## src/hdl/hdlc_cfg_pkg.sv

```systemverilog
// package of offsets, field positions, reset values and timing for the hdlc config bank
package hdlc_cfg_pkg;
  // register indices; the bus byte address of each register is four times its index
  localparam logic [7:0] ADDR_RECOG_ACCESS_CTRL_OFS = 8'h1C;
  localparam logic [7:0] ADDR_RECOG_DATA_OFS        = 8'h1E;
  localparam logic [7:0] FILL_CHAR_OFS              = 8'h20;
  localparam logic [7:0] GCI_CHAN_CFG_0_1_OFS       = 8'h22;
  localparam logic [7:0] GCI_CHAN_CFG_2_3_OFS       = 8'h24;
  localparam logic [7:0] GCI_CHAN_CFG_4_5_OFS       = 8'h26;
  localparam logic [7:0] GCI_CHAN_CFG_6_7_OFS       = 8'h28;
  // per-channel receive config window (own)
  localparam logic [7:0] RX_CHAN_CONTROL_OFS        = 8'h40;
  localparam logic [7:0] RX_CHAN_INDEX_OFS          = 8'h44;
  // reset values
  localparam logic [15:0] ACCESS_CTRL_RST = 16'h0000;
  localparam logic [15:0] RECOG_DATA_RST  = 16'h0001;
  localparam logic [15:0] FILL_CHAR_RST   = 16'h0000;
  localparam logic [15:0] GCI_CFG_RST     = 16'h0000;
  // access control fields
  localparam int CH_LSB    = 11;
  localparam int CH_W      = 5;
  localparam int DIR_BIT   = 10;
  localparam int MASK_BIT  = 9;
  localparam logic [15:0] ACCESS_CTRL_WMASK = 16'hFE00;
  localparam logic [15:0] FILL_CHAR_WMASK   = 16'h00FF;
  // gci cfg nibble fields
  localparam int MON_EN_BIT  = 0;
  localparam int VSTAR_BIT   = 1;
  localparam int CI_EN_BIT   = 2;
  localparam int SIX_BIT_BIT = 3;
  localparam int GCI_CHANS   = 8;
  localparam int GCI_MUXES   = 2;
  // rx channel control fields
  localparam int PROTO_LSB   = 0;
  localparam int FIRST_EN_BIT  = 2;
  localparam int SECOND_EN_BIT = 3;
  localparam logic [1:0] PROTO_HDLC  = 2'h0;
  localparam logic [1:0] PROTO_TRANS1 = 2'h1;
  localparam logic [1:0] PROTO_TRANS2 = 2'h2;
  localparam int RX_CHANS = 32;
  // deselection interval
  localparam int DESEL_MS          = 125;
  localparam int FRAME_SYNC_HZ     = 8000;
  localparam int DESEL_FRAMES      = DESEL_MS * FRAME_SYNC_HZ / 1000;
  localparam logic [9:0] DESEL_FRAMES_V = 10'(DESEL_FRAMES);
  // access sequencer states
  typedef enum logic [1:0] {
    ACC_IDLE = 2'b00,
    ACC_READ = 2'b01,
    ACC_DONE = 2'b10
  } acc_state_t;
endpackage

```

## src/hdl/recog_mem.sv

```systemverilog
// little memory of per-channel recognition entries with registered read
`timescale 1ns/1ps
`default_nettype none
module recog_mem
  import hdlc_cfg_pkg::*;
(
  input  wire logic        hclk,
  input  wire logic        we,
  input  wire logic [4:0]  waddr,
  input  wire logic [15:0] wdata,
  input  wire logic [4:0]  raddr,
  output logic      [15:0] rdata
);
  logic [15:0] mem [RX_CHANS];  // storage array
  // write port and registered read port
  always_ff @(posedge hclk) begin
    if (we) begin
      mem[waddr] <= wdata;
    end
    rdata <= mem[raddr];
  end
endmodule // recog_mem
`default_nettype wire

```

## src/hdl/desel_timer.sv

```systemverilog
// counts frame syncs a channel enable stays low; flags a completed reset interval
`timescale 1ns/1ps
`default_nettype none
module desel_timer
  import hdlc_cfg_pkg::*;
(
  input  wire logic hclk,
  input  wire logic hresetn,
  input  wire logic enable,
  input  wire logic frame_sync,
  output logic      reset_done
);
  logic [9:0] cnt_q;  // frames seen with enable low
  wire        hit = (cnt_q == DESEL_FRAMES_V);
  // restart on enable, count syncs while low, saturate at interval
  always_ff @(posedge hclk or negedge hresetn) begin
    if (!hresetn) begin
      cnt_q <= 10'h000;
    end else if (enable) begin
      cnt_q <= 10'h000;
    end else if (frame_sync && !hit) begin
      cnt_q <= cnt_q + 10'h001;
    end
  end
  assign reset_done = hit;
endmodule // desel_timer
`default_nettype wire

```

## src/hdl/hdlc_addr_gci_channel_config.sv

```systemverilog
// register bank: address recognition access, fill char, gci channel config, ahb-lite slave
//
// The AHB-Lite interface to the registers is this design's own decision.
`timescale 1ns/1ps
`default_nettype none
module hdlc_addr_gci_channel_config
  import hdlc_cfg_pkg::*;
(
  input  wire logic        hclk,
  input  wire logic        hresetn,
  input  wire logic        hsel,
  input  wire logic [31:0] haddr,
  input  wire logic [1:0]  htrans,
  input  wire logic        hwrite,
  input  wire logic [2:0]  hsize,
  input  wire logic [31:0] hwdata,
  input  wire logic        hready,
  output logic      [31:0] hrdata,
  output logic             hreadyout,
  output logic             hresp,
  // receive side: address match for the channel being received
  input  wire logic        rx_byte_valid,
  input  wire logic [4:0]  rx_chan,
  input  wire logic        rx_byte_second,
  input  wire logic [7:0]  rx_byte,
  output logic             rx_frame_reject,
  output logic             rx_msg_end,
  // gci side
  input  wire logic        frame_sync,
  output logic      [15:0] monitor_active,
  output logic      [15:0] monitor_vstar,
  output logic      [15:0] cmd_ind_active,
  output logic      [15:0] cmd_ind_six_bit,
  output logic      [15:0] monitor_reset
);
  // bus capture
  logic        wr_pend_q;
  logic [7:0]  wr_addr_q;
  logic        rd_pend_q;
  logic [7:0]  rd_addr_q;
  // registers
  logic [15:0] access_ctrl_q;
  logic [15:0] recog_data_q;
  logic [15:0] fill_char_q;
  logic [15:0] gci_cfg_q [4];
  logic [3:0]  rx_ctrl_q [RX_CHANS];
  logic [4:0]  rx_index_q;
  acc_state_t  acc_q;
  logic [31:0] hrdata_q;
  logic        hreadyout_q;
  logic        reject_q;
  logic        msg_end_q;
  logic [15:0] mon_act_q;
  logic [15:0] mon_vs_q;
  logic [15:0] ci_act_q;
  logic [15:0] ci_six_q;
  logic [15:0] mon_rst_q;

  // address phase accepted
  wire take    = hsel && hready && htrans[1];
  wire take_wr = take && hwrite;
  wire take_rd = take && !hwrite;

  // write decode in data phase
  wire wr_acc   = wr_pend_q && (wr_addr_q == ADDR_RECOG_ACCESS_CTRL_OFS);
  wire wr_data  = wr_pend_q && (wr_addr_q == ADDR_RECOG_DATA_OFS);
  wire wr_fill  = wr_pend_q && (wr_addr_q == FILL_CHAR_OFS);
  wire wr_rxc   = wr_pend_q && (wr_addr_q == RX_CHAN_CONTROL_OFS);
  wire wr_rxi   = wr_pend_q && (wr_addr_q == RX_CHAN_INDEX_OFS);
  wire [15:0] wv = hwdata[15:0];

  // fields of a newly written access word
  wire [4:0] new_ch   = wv[CH_LSB +: CH_W];
  wire       new_rd   = wv[DIR_BIT];
  wire       new_mask = wv[MASK_BIT];
  wire       cur_mask = access_ctrl_q[MASK_BIT];

  // gci cfg decode: returns index 0..3 or 4 when not a gci address
  function automatic logic [2:0] gci_idx(input logic [7:0] a);
    case (a)
      GCI_CHAN_CFG_0_1_OFS: gci_idx = 3'h0;
      GCI_CHAN_CFG_2_3_OFS: gci_idx = 3'h1;
      GCI_CHAN_CFG_4_5_OFS: gci_idx = 3'h2;
      GCI_CHAN_CFG_6_7_OFS: gci_idx = 3'h3;
      default:              gci_idx = 3'h4;
    endcase
  endfunction
  wire [2:0] wr_gci = gci_idx(wr_addr_q);

  // memory ports: value and mask memories, shared channel field
  wire        mem_wr    = wr_acc && !new_rd;
  wire        val_we    = mem_wr && !new_mask;
  wire        msk_we    = mem_wr && new_mask;
  wire [4:0]  mem_raddr = (acc_q == ACC_IDLE) ? rx_chan : access_ctrl_q[CH_LSB +: CH_W];
  wire [15:0] val_rd;
  wire [15:0] msk_rd;

  recog_mem u_val_mem (
    .hclk  (hclk),
    .we    (val_we),
    .waddr (new_ch),
    .wdata (recog_data_q),
    .raddr (mem_raddr),
    .rdata (val_rd)
  );
  recog_mem u_msk_mem (
    .hclk  (hclk),
    .we    (msk_we),
    .waddr (new_ch),
    .wdata (recog_data_q),
    .raddr (mem_raddr),
    .rdata (msk_rd)
  );

  // read sequencer: launched by access write with direction set
  always_ff @(posedge hclk or negedge hresetn) begin
    if (!hresetn) begin
      acc_q <= ACC_IDLE;
    end else begin
      case (acc_q)
        ACC_IDLE: acc_q <= (wr_acc && new_rd) ? ACC_READ : ACC_IDLE;
        ACC_READ: acc_q <= ACC_DONE;
        ACC_DONE: acc_q <= ACC_IDLE;
        default:  acc_q <= ACC_IDLE;
      endcase
    end
  end

  // bus capture of address phase
  always_ff @(posedge hclk or negedge hresetn) begin
    if (!hresetn) begin
      wr_pend_q <= 1'b0;
      wr_addr_q <= 8'h00;
      rd_pend_q <= 1'b0;
      rd_addr_q <= 8'h00;
    end else begin
      wr_pend_q <= take_wr;
      rd_pend_q <= take_rd;
      // one aligned word per register: the index sits above the byte lanes
      if (take) begin
        wr_addr_q <= haddr[9:2];
        rd_addr_q <= haddr[9:2];
      end
    end
  end

  // stall the bus while a memory read is running; a register read gets one
  // wait state so the registered read data stand when ready is seen high
  wire busy = (acc_q != ACC_IDLE) || (wr_acc && new_rd);
  always_ff @(posedge hclk or negedge hresetn) begin
    if (!hresetn) begin
      hreadyout_q <= 1'b1;
    end else begin
      hreadyout_q <= (!busy || (acc_q == ACC_DONE)) && !take_rd;
    end
  end

  // access, data, fill and index registers
  always_ff @(posedge hclk or negedge hresetn) begin
    if (!hresetn) begin
      access_ctrl_q <= ACCESS_CTRL_RST;
      recog_data_q  <= RECOG_DATA_RST;
      fill_char_q   <= FILL_CHAR_RST;
      rx_index_q    <= 5'h00;
    end else begin
      if (wr_acc) begin
        access_ctrl_q <= wv & ACCESS_CTRL_WMASK;
      end
      if (acc_q == ACC_DONE) begin
        recog_data_q <= cur_mask ? msk_rd : val_rd;
      end else if (wr_data) begin
        recog_data_q <= wv;
      end
      if (wr_fill) begin
        fill_char_q <= wv & FILL_CHAR_WMASK;
      end
      if (wr_rxi) begin
        rx_index_q <= wv[4:0];
      end
    end
  end

  // per-channel receive control and gci config
  always_ff @(posedge hclk or negedge hresetn) begin
    if (!hresetn) begin
      for (int i = 0; i < RX_CHANS; i++) rx_ctrl_q[i] <= 4'h0;
      for (int g = 0; g < 4; g++) gci_cfg_q[g] <= GCI_CFG_RST;
    end else begin
      if (wr_rxc) begin
        rx_ctrl_q[rx_index_q] <= wv[3:0];
      end
      if (wr_pend_q && !wr_gci[2]) begin
        gci_cfg_q[wr_gci[1:0]] <= wv;
      end
    end
  end

  // read mux
  logic [15:0] rd_val;
  wire  [2:0]  rd_gci = gci_idx(rd_addr_q);
  always_comb begin
    rd_val = 16'h0000;
    case (rd_addr_q)
      ADDR_RECOG_ACCESS_CTRL_OFS: rd_val = access_ctrl_q;
      ADDR_RECOG_DATA_OFS:        rd_val = recog_data_q;
      FILL_CHAR_OFS:              rd_val = fill_char_q;
      RX_CHAN_CONTROL_OFS:        rd_val = {12'h000, rx_ctrl_q[rx_index_q]};
      RX_CHAN_INDEX_OFS:          rd_val = {11'h000, rx_index_q};
      default:                    rd_val = rd_gci[2] ? 16'h0000 : gci_cfg_q[rd_gci[1:0]];
    endcase
  end
  always_ff @(posedge hclk or negedge hresetn) begin
    if (!hresetn) begin
      hrdata_q <= 32'h0000_0000;
    end else if (take_rd) begin
      hrdata_q <= 32'h0000_0000;
    end else if (rd_pend_q) begin
      hrdata_q <= {16'h0000, rd_val};
    end
  end

  // receive address recognition: memories read at rx_chan, byte one cycle later
  logic        rx_v_q;
  logic        rx_sec_q;
  logic [7:0]  rx_b_q;
  logic [4:0]  rx_ch_q;
  wire  [3:0]  ch_ctrl  = rx_ctrl_q[rx_ch_q];
  wire  [7:0]  exp_b    = rx_sec_q ? val_rd[15:8] : val_rd[7:0];
  wire  [7:0]  msk_b    = rx_sec_q ? msk_rd[15:8] : msk_rd[7:0];
  wire         miss     = |((rx_b_q ^ exp_b) & ~msk_b);
  wire         chk_en   = rx_sec_q ? ch_ctrl[SECOND_EN_BIT]
                                   : ch_ctrl[FIRST_EN_BIT];
  wire  [1:0]  proto    = ch_ctrl[PROTO_LSB +: 2];
  wire         recog_ok = rx_v_q && (acc_q == ACC_IDLE) && (proto == PROTO_HDLC);
  wire         fill_hit = rx_v_q && (proto == PROTO_TRANS1)
                          && (rx_b_q == fill_char_q[7:0]);
  always_ff @(posedge hclk or negedge hresetn) begin
    if (!hresetn) begin
      rx_v_q    <= 1'b0;
      rx_sec_q  <= 1'b0;
      rx_b_q    <= 8'h00;
      rx_ch_q   <= 5'h00;
      reject_q  <= 1'b0;
      msg_end_q <= 1'b0;
    end else begin
      rx_v_q    <= rx_byte_valid;
      rx_sec_q  <= rx_byte_second;
      rx_b_q    <= rx_byte;
      rx_ch_q   <= rx_chan;
      reject_q  <= recog_ok && chk_en && miss;
      msg_end_q <= fill_hit;
    end
  end

  // gci channel flags: channel x in config word x/2; flag n from nibble n%4 of word n/4... packed
  logic [GCI_CHANS*GCI_MUXES-1:0] mon_en;
  logic [GCI_CHANS*GCI_MUXES-1:0] vs_sel;
  logic [GCI_CHANS*GCI_MUXES-1:0] ci_en;
  logic [GCI_CHANS*GCI_MUXES-1:0] six_sel;
  logic [GCI_CHANS*GCI_MUXES-1:0] mon_done;
  logic [GCI_CHANS*GCI_MUXES-1:0] ci_done;
  always_comb begin
    for (int n = 0; n < GCI_CHANS*GCI_MUXES; n++) begin
      mon_en[n]  = gci_cfg_q[n/4][(n%4)*4 + MON_EN_BIT];
      vs_sel[n]  = gci_cfg_q[n/4][(n%4)*4 + VSTAR_BIT];
      ci_en[n]   = gci_cfg_q[n/4][(n%4)*4 + CI_EN_BIT];
      six_sel[n] = gci_cfg_q[n/4][(n%4)*4 + SIX_BIT_BIT];
    end
  end

  // deselection timers for monitor and command/indicate channels
  for (genvar k = 0; k < GCI_CHANS*GCI_MUXES; k++) begin : g_timer
    desel_timer u_mon_t (
      .hclk       (hclk),
      .hresetn    (hresetn),
      .enable     (mon_en[k]),
      .frame_sync (frame_sync),
      .reset_done (mon_done[k])
    );
    desel_timer u_ci_t (
      .hclk       (hclk),
      .hresetn    (hresetn),
      .enable     (ci_en[k]),
      .frame_sync (frame_sync),
      .reset_done (ci_done[k])
    );
  end

  // channel activity: c/i runs only after being initialised by a low interval
  logic [15:0] ci_init_q;
  always_ff @(posedge hclk or negedge hresetn) begin
    if (!hresetn) begin
      ci_init_q <= 16'h0000;
      mon_act_q <= 16'h0000;
      mon_vs_q  <= 16'h0000;
      ci_act_q  <= 16'h0000;
      ci_six_q  <= 16'h0000;
      mon_rst_q <= 16'h0000;
    end else begin
      ci_init_q <= (ci_init_q & ci_en) | ci_done;
      mon_act_q <= mon_en;
      mon_vs_q  <= mon_en & vs_sel;
      ci_act_q  <= ci_en & (ci_init_q | ci_done);
      ci_six_q  <= ci_en & six_sel;
      mon_rst_q <= mon_done;
    end
  end

  assign hrdata          = hrdata_q;
  assign hreadyout       = hreadyout_q;
  assign hresp           = 1'b0;
  assign rx_frame_reject = reject_q;
  assign rx_msg_end      = msg_end_q;
  assign monitor_active  = mon_act_q;
  assign monitor_vstar   = mon_vs_q;
  assign cmd_ind_active  = ci_act_q;
  assign cmd_ind_six_bit = ci_six_q;
  assign monitor_reset   = mon_rst_q;
endmodule // hdlc_addr_gci_channel_config
`default_nettype wire

```

## config.mk

```make
export PLATFORM = sky130hd
export DESIGN_NAME = hdlc_addr_gci_channel_config
export DESIGN_NICKNAME = d
export VERILOG_FILES = /design/src/hdl/hdlc_cfg_pkg.sv /design/src/hdl/recog_mem.sv /design/src/hdl/desel_timer.sv /design/src/hdl/hdlc_addr_gci_channel_config.sv
export SDC_FILE = /design/constraint.sdc
export NUM_CORES = 2
export LEC_CHECK = 0
export ABC_AREA = 1
export BUFFER_PORTS_ARGS = -buffer_cell sky130_fd_sc_hd__clkbuf_2
export CAP_MARGIN = 10
export CORE_UTILIZATION = 62
export CTS_BUF_LIST = sky130_fd_sc_hd__clkbuf_16
export CTS_CLUSTER_SIZE = 14
export DETAILED_ROUTE_END_ITERATION = 7
export MAX_ROUTING_LAYER = met4
export PLACE_DENSITY = 0.84
export SETUP_SLACK_MARGIN = 0.5
export SKIP_LAST_GASP = 1
export SYNTH_ARGS = -nofsm -noshare
export SYNTH_HDL_FRONTEND = slang
export SYNTH_SLANG_ARGS = --single-unit
export TNS_END_PERCENT = 5
```

## constraint.sdc

```tcl
create_clock -name hclk -period 3.6 [get_ports hclk]
set_clock_uncertainty 0.15 [all_clocks]
set_input_delay 0.72 -clock hclk [delete_from_list [all_inputs] [get_ports hclk]]
set_output_delay 0.72 -clock hclk [all_outputs]
set_load 0.05 [all_outputs]
```

# Yosys cells after proc, flatten, opt, wreduce, memory -nomap -nowiden
# Memory sizes are Yosys's and may differ from the RTL's. A register that Yosys moved wholly into a read port is not among the register bits.
# Cells that the tools add are included.
dict set report word_totals {
  out_inout_bits 116
  ramBits 1024
  memories 2
  word_cells 416
  register_bits 706
  input_bits 90
}
# name depth width read_ports rd_clocked_by_memory_dff wr line_no
set memory_table {}
lappend memory_table {u_msk_mem.mem 32 16 1 1 1 recog_mem.sv:14} ;# logic [15:0] mem [RX_CHANS];
lappend memory_table {u_val_mem.mem 32 16 1 1 1 recog_mem.sv:14}
dict set report op_classes {
  magnitude_cmp 5
  mux 97
  addsub 32
  reduce_logical 133
  bitwise_logic 12
  eq_ne 45
}
# op count
set op_table {}
lappend op_table {{$mux W10} 64}
lappend op_table {{$add A10 B1 Y10 const B} 32}
lappend op_table {{$eq A10 B10 Y1 const B} 32}
lappend op_table {{$bwmux W128} 1}
lappend op_table {{$mux W16} 7}
lappend op_table {{$pmux W16 S5} 1}
lappend op_table {{$reduce_bool A2 Y1} 35}
lappend op_table {{$and A16 B16 Y16} 4}
lappend op_table {{$bwmux W64} 1}
lappend op_table {{$mux W32} 2}
lappend op_table {{$logic_and A1 B1 Y1} 55}
lappend op_table {{$bmux W4 S5} 2}
lappend op_table {{$eq A8 B6 Y1 const B} 5}
lappend op_table {{$logic_not A1 Y1} 38}
lappend op_table {{$bmux W16 S2} 1}
lappend op_table {{$demux W16 S2} 1}
lappend op_table {{$or A16 B16 Y16} 2}
lappend op_table {{$demux W4 S5} 1}
lappend op_table {{$mux W4} 5}
lappend op_table {{$eq A8 B5 Y1 const B} 2}
lappend op_table {{$eq A8 B7 Y1 const B} 2}
lappend op_table {{$mux W8} 2}
lappend op_table {{$ge A6 B6 Y1 const B} 2}
lappend op_table {{$not A5 Y6} 2}
lappend op_table {{other kinds (17)} 25}

# Depth between registers and ports, before layout
dict set report depth {
  ltp_word 10
  depth_mapped 15
  depth_no_buf 13
}

# Cells and area by module
# From an unflattened synthesis, not the netlist that was laid out.
dict set report hier_totals {
  cells_unflattened 8882
  hier_area_um2 81393.1
}
# mod cells_each n_inst area_per_inst_um2 seq_area_each_um2
set modules_own_cells {}
lappend modules_own_cells {recog_mem 1794 2 21301.7 15695.1}
lappend modules_own_cells {desel_timer 94 32 664.4 250.2}
lappend modules_own_cells {hdlc_addr_gci_channel_config 2286 1 17529.3 9261.4}

# Worst setup path before layout
# OpenSTA, ideal clock, no wires.
dict set report synth_path {
  path_type {register to register}
  from {register rd_addr_q[6] (netlist name)}
  to {memory u_msk_mem.mem[10][0] (enable)}
  required_ns 3.062
  slack_ns 0.874
  arrival_ns 2.187
  period_less_slack_ns 2.726
  stages_incl_launch_ff 10
  setup_ns 0.388
  n_path_buf 2
  path_cell_list {dfrtp_1 -> inv_1 -> nand2_1 -> nor3_1 -> nand2_1 -> nor2_1 -> buf_2 -> nand3_1 -> clkbuf_1 -> nor2_1}
}
# element line_no
set synth_lines {}
lappend synth_lines {{to (decl)} recog_mem.sv:14}

# Worst setup path after layout
dict set report layout_path {
  from {register acc_q[1]}
  to {register u_val_mem.rdata[1], read port of u_val_mem.mem}
}
dict set report layout_via {
  elab_chain_cells 2
}
# element line_no
set layout_rtl {}
lappend layout_rtl {{from (decl)} hdlc_addr_gci_channel_config.sv:48} ;# acc_state_t acc_q;
lappend layout_rtl {{from (signal assigned)} hdlc_addr_gci_channel_config.sv:121} ;# ACC_IDLE: acc_q <= (wr_acc && new_rd) ? ACC_READ : ACC_IDLE;
lappend layout_rtl {{$logic_not A2 Y1} hdlc_addr_gci_channel_config.sv:94} ;# wire [4:0] mem_raddr = (acc_q == ACC_IDLE) ? rx_chan : access_ctrl_q[CH_LSB +: CH_W];
lappend layout_rtl {{$mux W5} hdlc_addr_gci_channel_config.sv:94}
lappend layout_rtl {{to (decl)} recog_mem.sv:12} ;# output logic [15:0] rdata
# Every way passes these cells.
# A chain may end at the register's enable or synchronous reset.

==> reports/qor.log <==
qor: place.dpl_worst_slack 0.535 ns
qor: sta.setup_repair_after_global_routing_missed_its_margin true
qor: sta.period_minus_slack 3.01 ns
qor: die.die-area 129000 um2
qor: cts.clk-insertion-delay-late 0.81 ns
qor: layout.syn2layout_area_growth 11.2%
qor: worst_setup_path.crit_path_end_kind flip-flop
qor: yosys.synth-edff-count 1024
qor: worst_setup_path.setup.worst_path.start_class flip-flop
qor: yosys.synth_cells 8645
qor: sta.fmax 0.332 GHz
qor: place.port_buffers 144
qor: yosys.synth-compound-area-share 5.98%
qor: route.drtAntennaViolNets 0
qor: worst_setup_path.arrival_time_of_the_worst_setup_path 3.57 ns
qor: cts.cts_buffers 176
qor: sta.slew_limit_headroom 21.1%
qor: yosys.yosysSeqAreaShare 61.7%
qor: sta.worst_case_setup_margin_in_the_final_layout 0.587 ns
qor: sta.hold_viol_final 0
qor: route.post_drt_wl_per_cell 19.7 um
qor: power_and_ir_drop.leakagePower 37.7 nW
qor: route.wl 210 mm
qor: worst_setup_path.reg_to_reg_critical_path_startpoint acc_q[1]$_DFF_PN0_
qor: yosys.main_combinational_cell_family_by_area_after_synthesis simple AND/OR/NAND/NOR gates
qor: layout.final_cell_count_no_fill 10.6k
qor: min_path.worstHoldStart hwdata[3]
qor: cts.cts-root-to-sink-buffers 3
qor: die.initial_utilization 62.7%
qor: route.drt-initial-drc-count 8033
qor: sta.share_of_the_clock_period_used_by_the_worst_path 83.7%
qor: run.drv_cap 0
qor: die.coreArea 126000 um2
qor: yosys.multiplexer_fraction_of_the_synthesized_cell_area 0.0143%
qor: min_path.hold-path-cell-count 3
qor: worst_setup_path.reg2regPathDepth 12
qor: power_and_ir_drop.pwrdens 471 nW/um2
qor: global_route.globalRoute.totalOverflow 0
qor: place.place_congestion 0.949
qor: yosys.synth-simple-area-share 23.9%
qor: cts.cts_htree_levels 4
qor: global_route.overall_track_demand_over_capacity_in_global_routing 33.4%
qor: global_route.antenna_violations_before_repair 9
qor: yosys.postSynthRegisterBits 1746
qor: place.placedCellCount 10.3k
qor: yosys.ys_warn_count 0
qor: die.top_level_ports 206
qor: yosys.synthXorXnorAreaFrac 0.355%
qor: cts.cts.root.buffer_cell sky130_fd_sc_hd__clkbuf_16
qor: yosys.adder_cell_fraction_of_synth_area 1.01%
qor: place.hpwlAfterDp 130 mm
qor: worst_setup_path.timing.setup.critical_path_class flip-flop to flip-flop
qor: worst_setup_path.rr_endpoint u_val_mem.rdata[1]$_DFF_P_
qor: yosys.synth.distinct_cells 55
qor: die.x_dimension_of_the_die 359 um
qor: sta.final.setup.tns 0 ns
qor: worst_setup_path.crit_required 4.16 ns
qor: sta.worst_pin_slew 1.18 ns
qor: die.chipHeight 359 um
qor: cts.clk_transition_reported_paths 0.06 ns
qor: min_path.hold_class primary input to flip-flop
qor: worst_setup_path.reg2reg_setup_slack 0.59 ns
qor: yosys.synth.cell_area 78900 um2
qor: route.number_of_remaining_drc_errors 0
qor: cts.tritoncts_clock_tree done
qor: global_route.grt_pass1_vias 59.6k
qor: die.fp-row-count 130
qor: worst_setup_path.timing.critical_path.fanout_max 65
qor: yosys.synth_ff_type sky130_fd_sc_hd__edfxtp_1
qor: cts.clkSinkCount 1746
qor: yosys.avg_synthesized_cell_area 9.13 um2
qor: power_and_ir_drop.vdd_drop_max 0.541 mV
qor: min_path.holdPathEnd rx_index_q[3]$_DFFE_PN0P_
qor: power_and_ir_drop.total_power 41.3 mW
qor: layout.layout-drive-gt1-share 7.11%
qor: route.route.vias.total 62.5k
qor: route.drt_pass1_iterations 7
qor: sta.setup_viol 0
qor: sta.holdWs 0.0515 ns
qor: global_route.grt_pass1_wl 323 mm
qor: layout.design.final.nets 8995
qor: route.vias_per_cell 5.87
qor: yosys.async_reset_ff_share 39.5%
qor: outcome.outcome finished clean
qor: sta.final-max-slew-violation-count 0
qor: global_route.grt_start_max_net_pins 115
timing repair:
action,in CTS,in global routing
resized for setup,0,8
hold buffers,17,0
setup buffers,0,5
endpoints found under the hold margin,69,0
endpoints found under the setup margin,0,386
how the worst max path moves through the flow:
stage | startpoint | end | slack, ns | cells after the start
2_1_floorplan | rd_addr_q[6]$_DFFE_PN0P_ | u_msk_mem.mem[10][0]$_DFFE_PP_ | 0.87 | 9
4_1_cts | acc_q[1]$_DFF_PN0_ | u_msk_mem.rdata[15]$_DFF_P_ | 0.61 | 13
5_1_grt | acc_q[1]$_DFF_PN0_ | u_msk_mem.rdata[15]$_DFF_P_ | 0.46 | 13
3_5_place_dp | rx_chan[0] | u_msk_mem.rdata[15]$_DFF_P_ | 0.53 | 13
6_report | acc_q[1]$_DFF_PN0_ | u_val_mem.rdata[1]$_DFF_P_ | 0.59 | 12
3_3_place_gp | rx_chan[0] | u_msk_mem.rdata[2]$_DFF_P_ | 0.62 | 12
critical path, stage by stage, from the launching register on:
cell and delay [ns]:
sky130_fd_sc_hd__dfrtp_1 0.43, sky130_fd_sc_hd__nor2_4 0.36, sky130_fd_sc_hd__nand2_1 0.23, sky130_fd_sc_hd__nand2_8 0.24, sky130_fd_sc_hd__buf_4 0.64, sky130_fd_sc_hd__nand2_1 0.14
sky130_fd_sc_hd__nand2_1 0.11, sky130_fd_sc_hd__nand2_1 0.06, sky130_fd_sc_hd__nand3_1 0.10, sky130_fd_sc_hd__nand3_1 0.15, sky130_fd_sc_hd__nand2_1 0.10, sky130_fd_sc_hd__nand2_1 0.05
sky130_fd_sc_hd__nand2_1 0.13
where the power goes:
group | switching, mW | internal, mW | leakage (nW)
Combinational | 1.67 | 0.565 | 19.1
Clock | 7.69 | 9.91 | 2.89
Sequential | 0.200 | 21.3 | 15.7
sequential cells by signal, indices dropped and copies added (netlist names), 48 cells and up:
| signal | flops |
|---|---|
| u_msk_mem.mem | 512 |
| u_val_mem.mem | 512 |
| g_timer.u_ci_t.cnt_q | 160 |
| g_timer.u_mon_t.cnt_q | 160 |
| rx_ctrl_q | 128 |
| gci_cfg_q | 48 |
synth_stat cells, drive strengths merged (2+ instances only):
library cell / count / share of area, %
nor3b: 15 / 0.14
a31oi: 10 / 0.079
xnor2: 16 / 0.18
o21ai: 523 / 3.3
o211ai: 70 / 0.67
a221oi: 2 / 0.022
o311ai: 2 / 0.022
nand3b: 6 / 0.057
xor2: 16 / 0.18
a21oi: 199 / 1.3
or2: 3 / 0.024
buf: 218 / 1.5
o21bai: 9 / 0.086
dfxtp: 32 / 0.81
nand4: 71 / 0.56
clkinv: 17 / 0.081
nor3: 156 / 1.1
edfxtp: 1024 / 39
dfrtp: 688 / 22
and3: 8 / 0.063
clkbuf: 132 / 0.63
ha: 64 / 1.0
dfstp: 2 / 0.067
o221ai: 5 / 0.055
a211oi: 8 / 0.076
nor2: 389 / 1.9
nand2: 2989 / 14
nor4: 16 / 0.13
o21a: 15 / 0.14
nand3: 899 / 5.7
inv: 1011 / 4.8
o31ai: 16 / 0.15
o22ai: 6 / 0.048
cells by family after synthesis:
group / Yosys count
adder cells (fa/ha/maj): 64
AND/OR/NAND/NOR: 4554
multiplexers: 1
other: 1
flip-flops: 1746
buffers and inverters: 1378
XOR/XNOR: 32
AO/OA/AOI/OAI: 869
layout by cell type, fill, tap and decap left out, drive strengths merged, types with 96 or more instances in the layout:
master  instances
dfrtp         688
inv          1068
edfxtp       1024
buf           190
o21ai         523
clkbuf        321
nand3         899
nand2        2989
nor3          156
nor2          389
a21oi         199
clkinv         96
layer usage:
layer / vias to the layer above / GRT usage, % / share of wire, %
met5: - / - / 0
met4: 0 / 17.3 / 5.1
met3: 615 / 6.60 / 11
met2: 3702 / 51.8 / 47
met1: 29501 / 41.8 / 37
li1: 28671 / - / -
per-stage QoR:
stage / utilization, % / instance area (um2)
CTS: 69.6 / 87600
finish: 69.7 / 87700
detailed placement: 65.1 / 81900
floorplan: - / 79000
global route: 69.7 / 87700
global placement: 65.1 / 81900
area by class of cell:
| class | instances | area, um2 |
|---|---|---|
| Tap cell | 1650 | 2060 |
| Sequential cell | 1746 | 48700 |
| Clock buffer | 178 | 4450 |
| Multi-Input combinational cell | 5537 | 24800 |
| Antenna cell | 7 | 17.5 |
| Inverter | 1028 | 3890 |
| Timing Repair Buffer | 350 | 2760 |
| Timing Repair inverter | 2 | 17.5 |
| Fill cell | 8877 | 38200 |
| Clock inverter | 150 | 1080 |
Power figures use the tool's default switching activity.
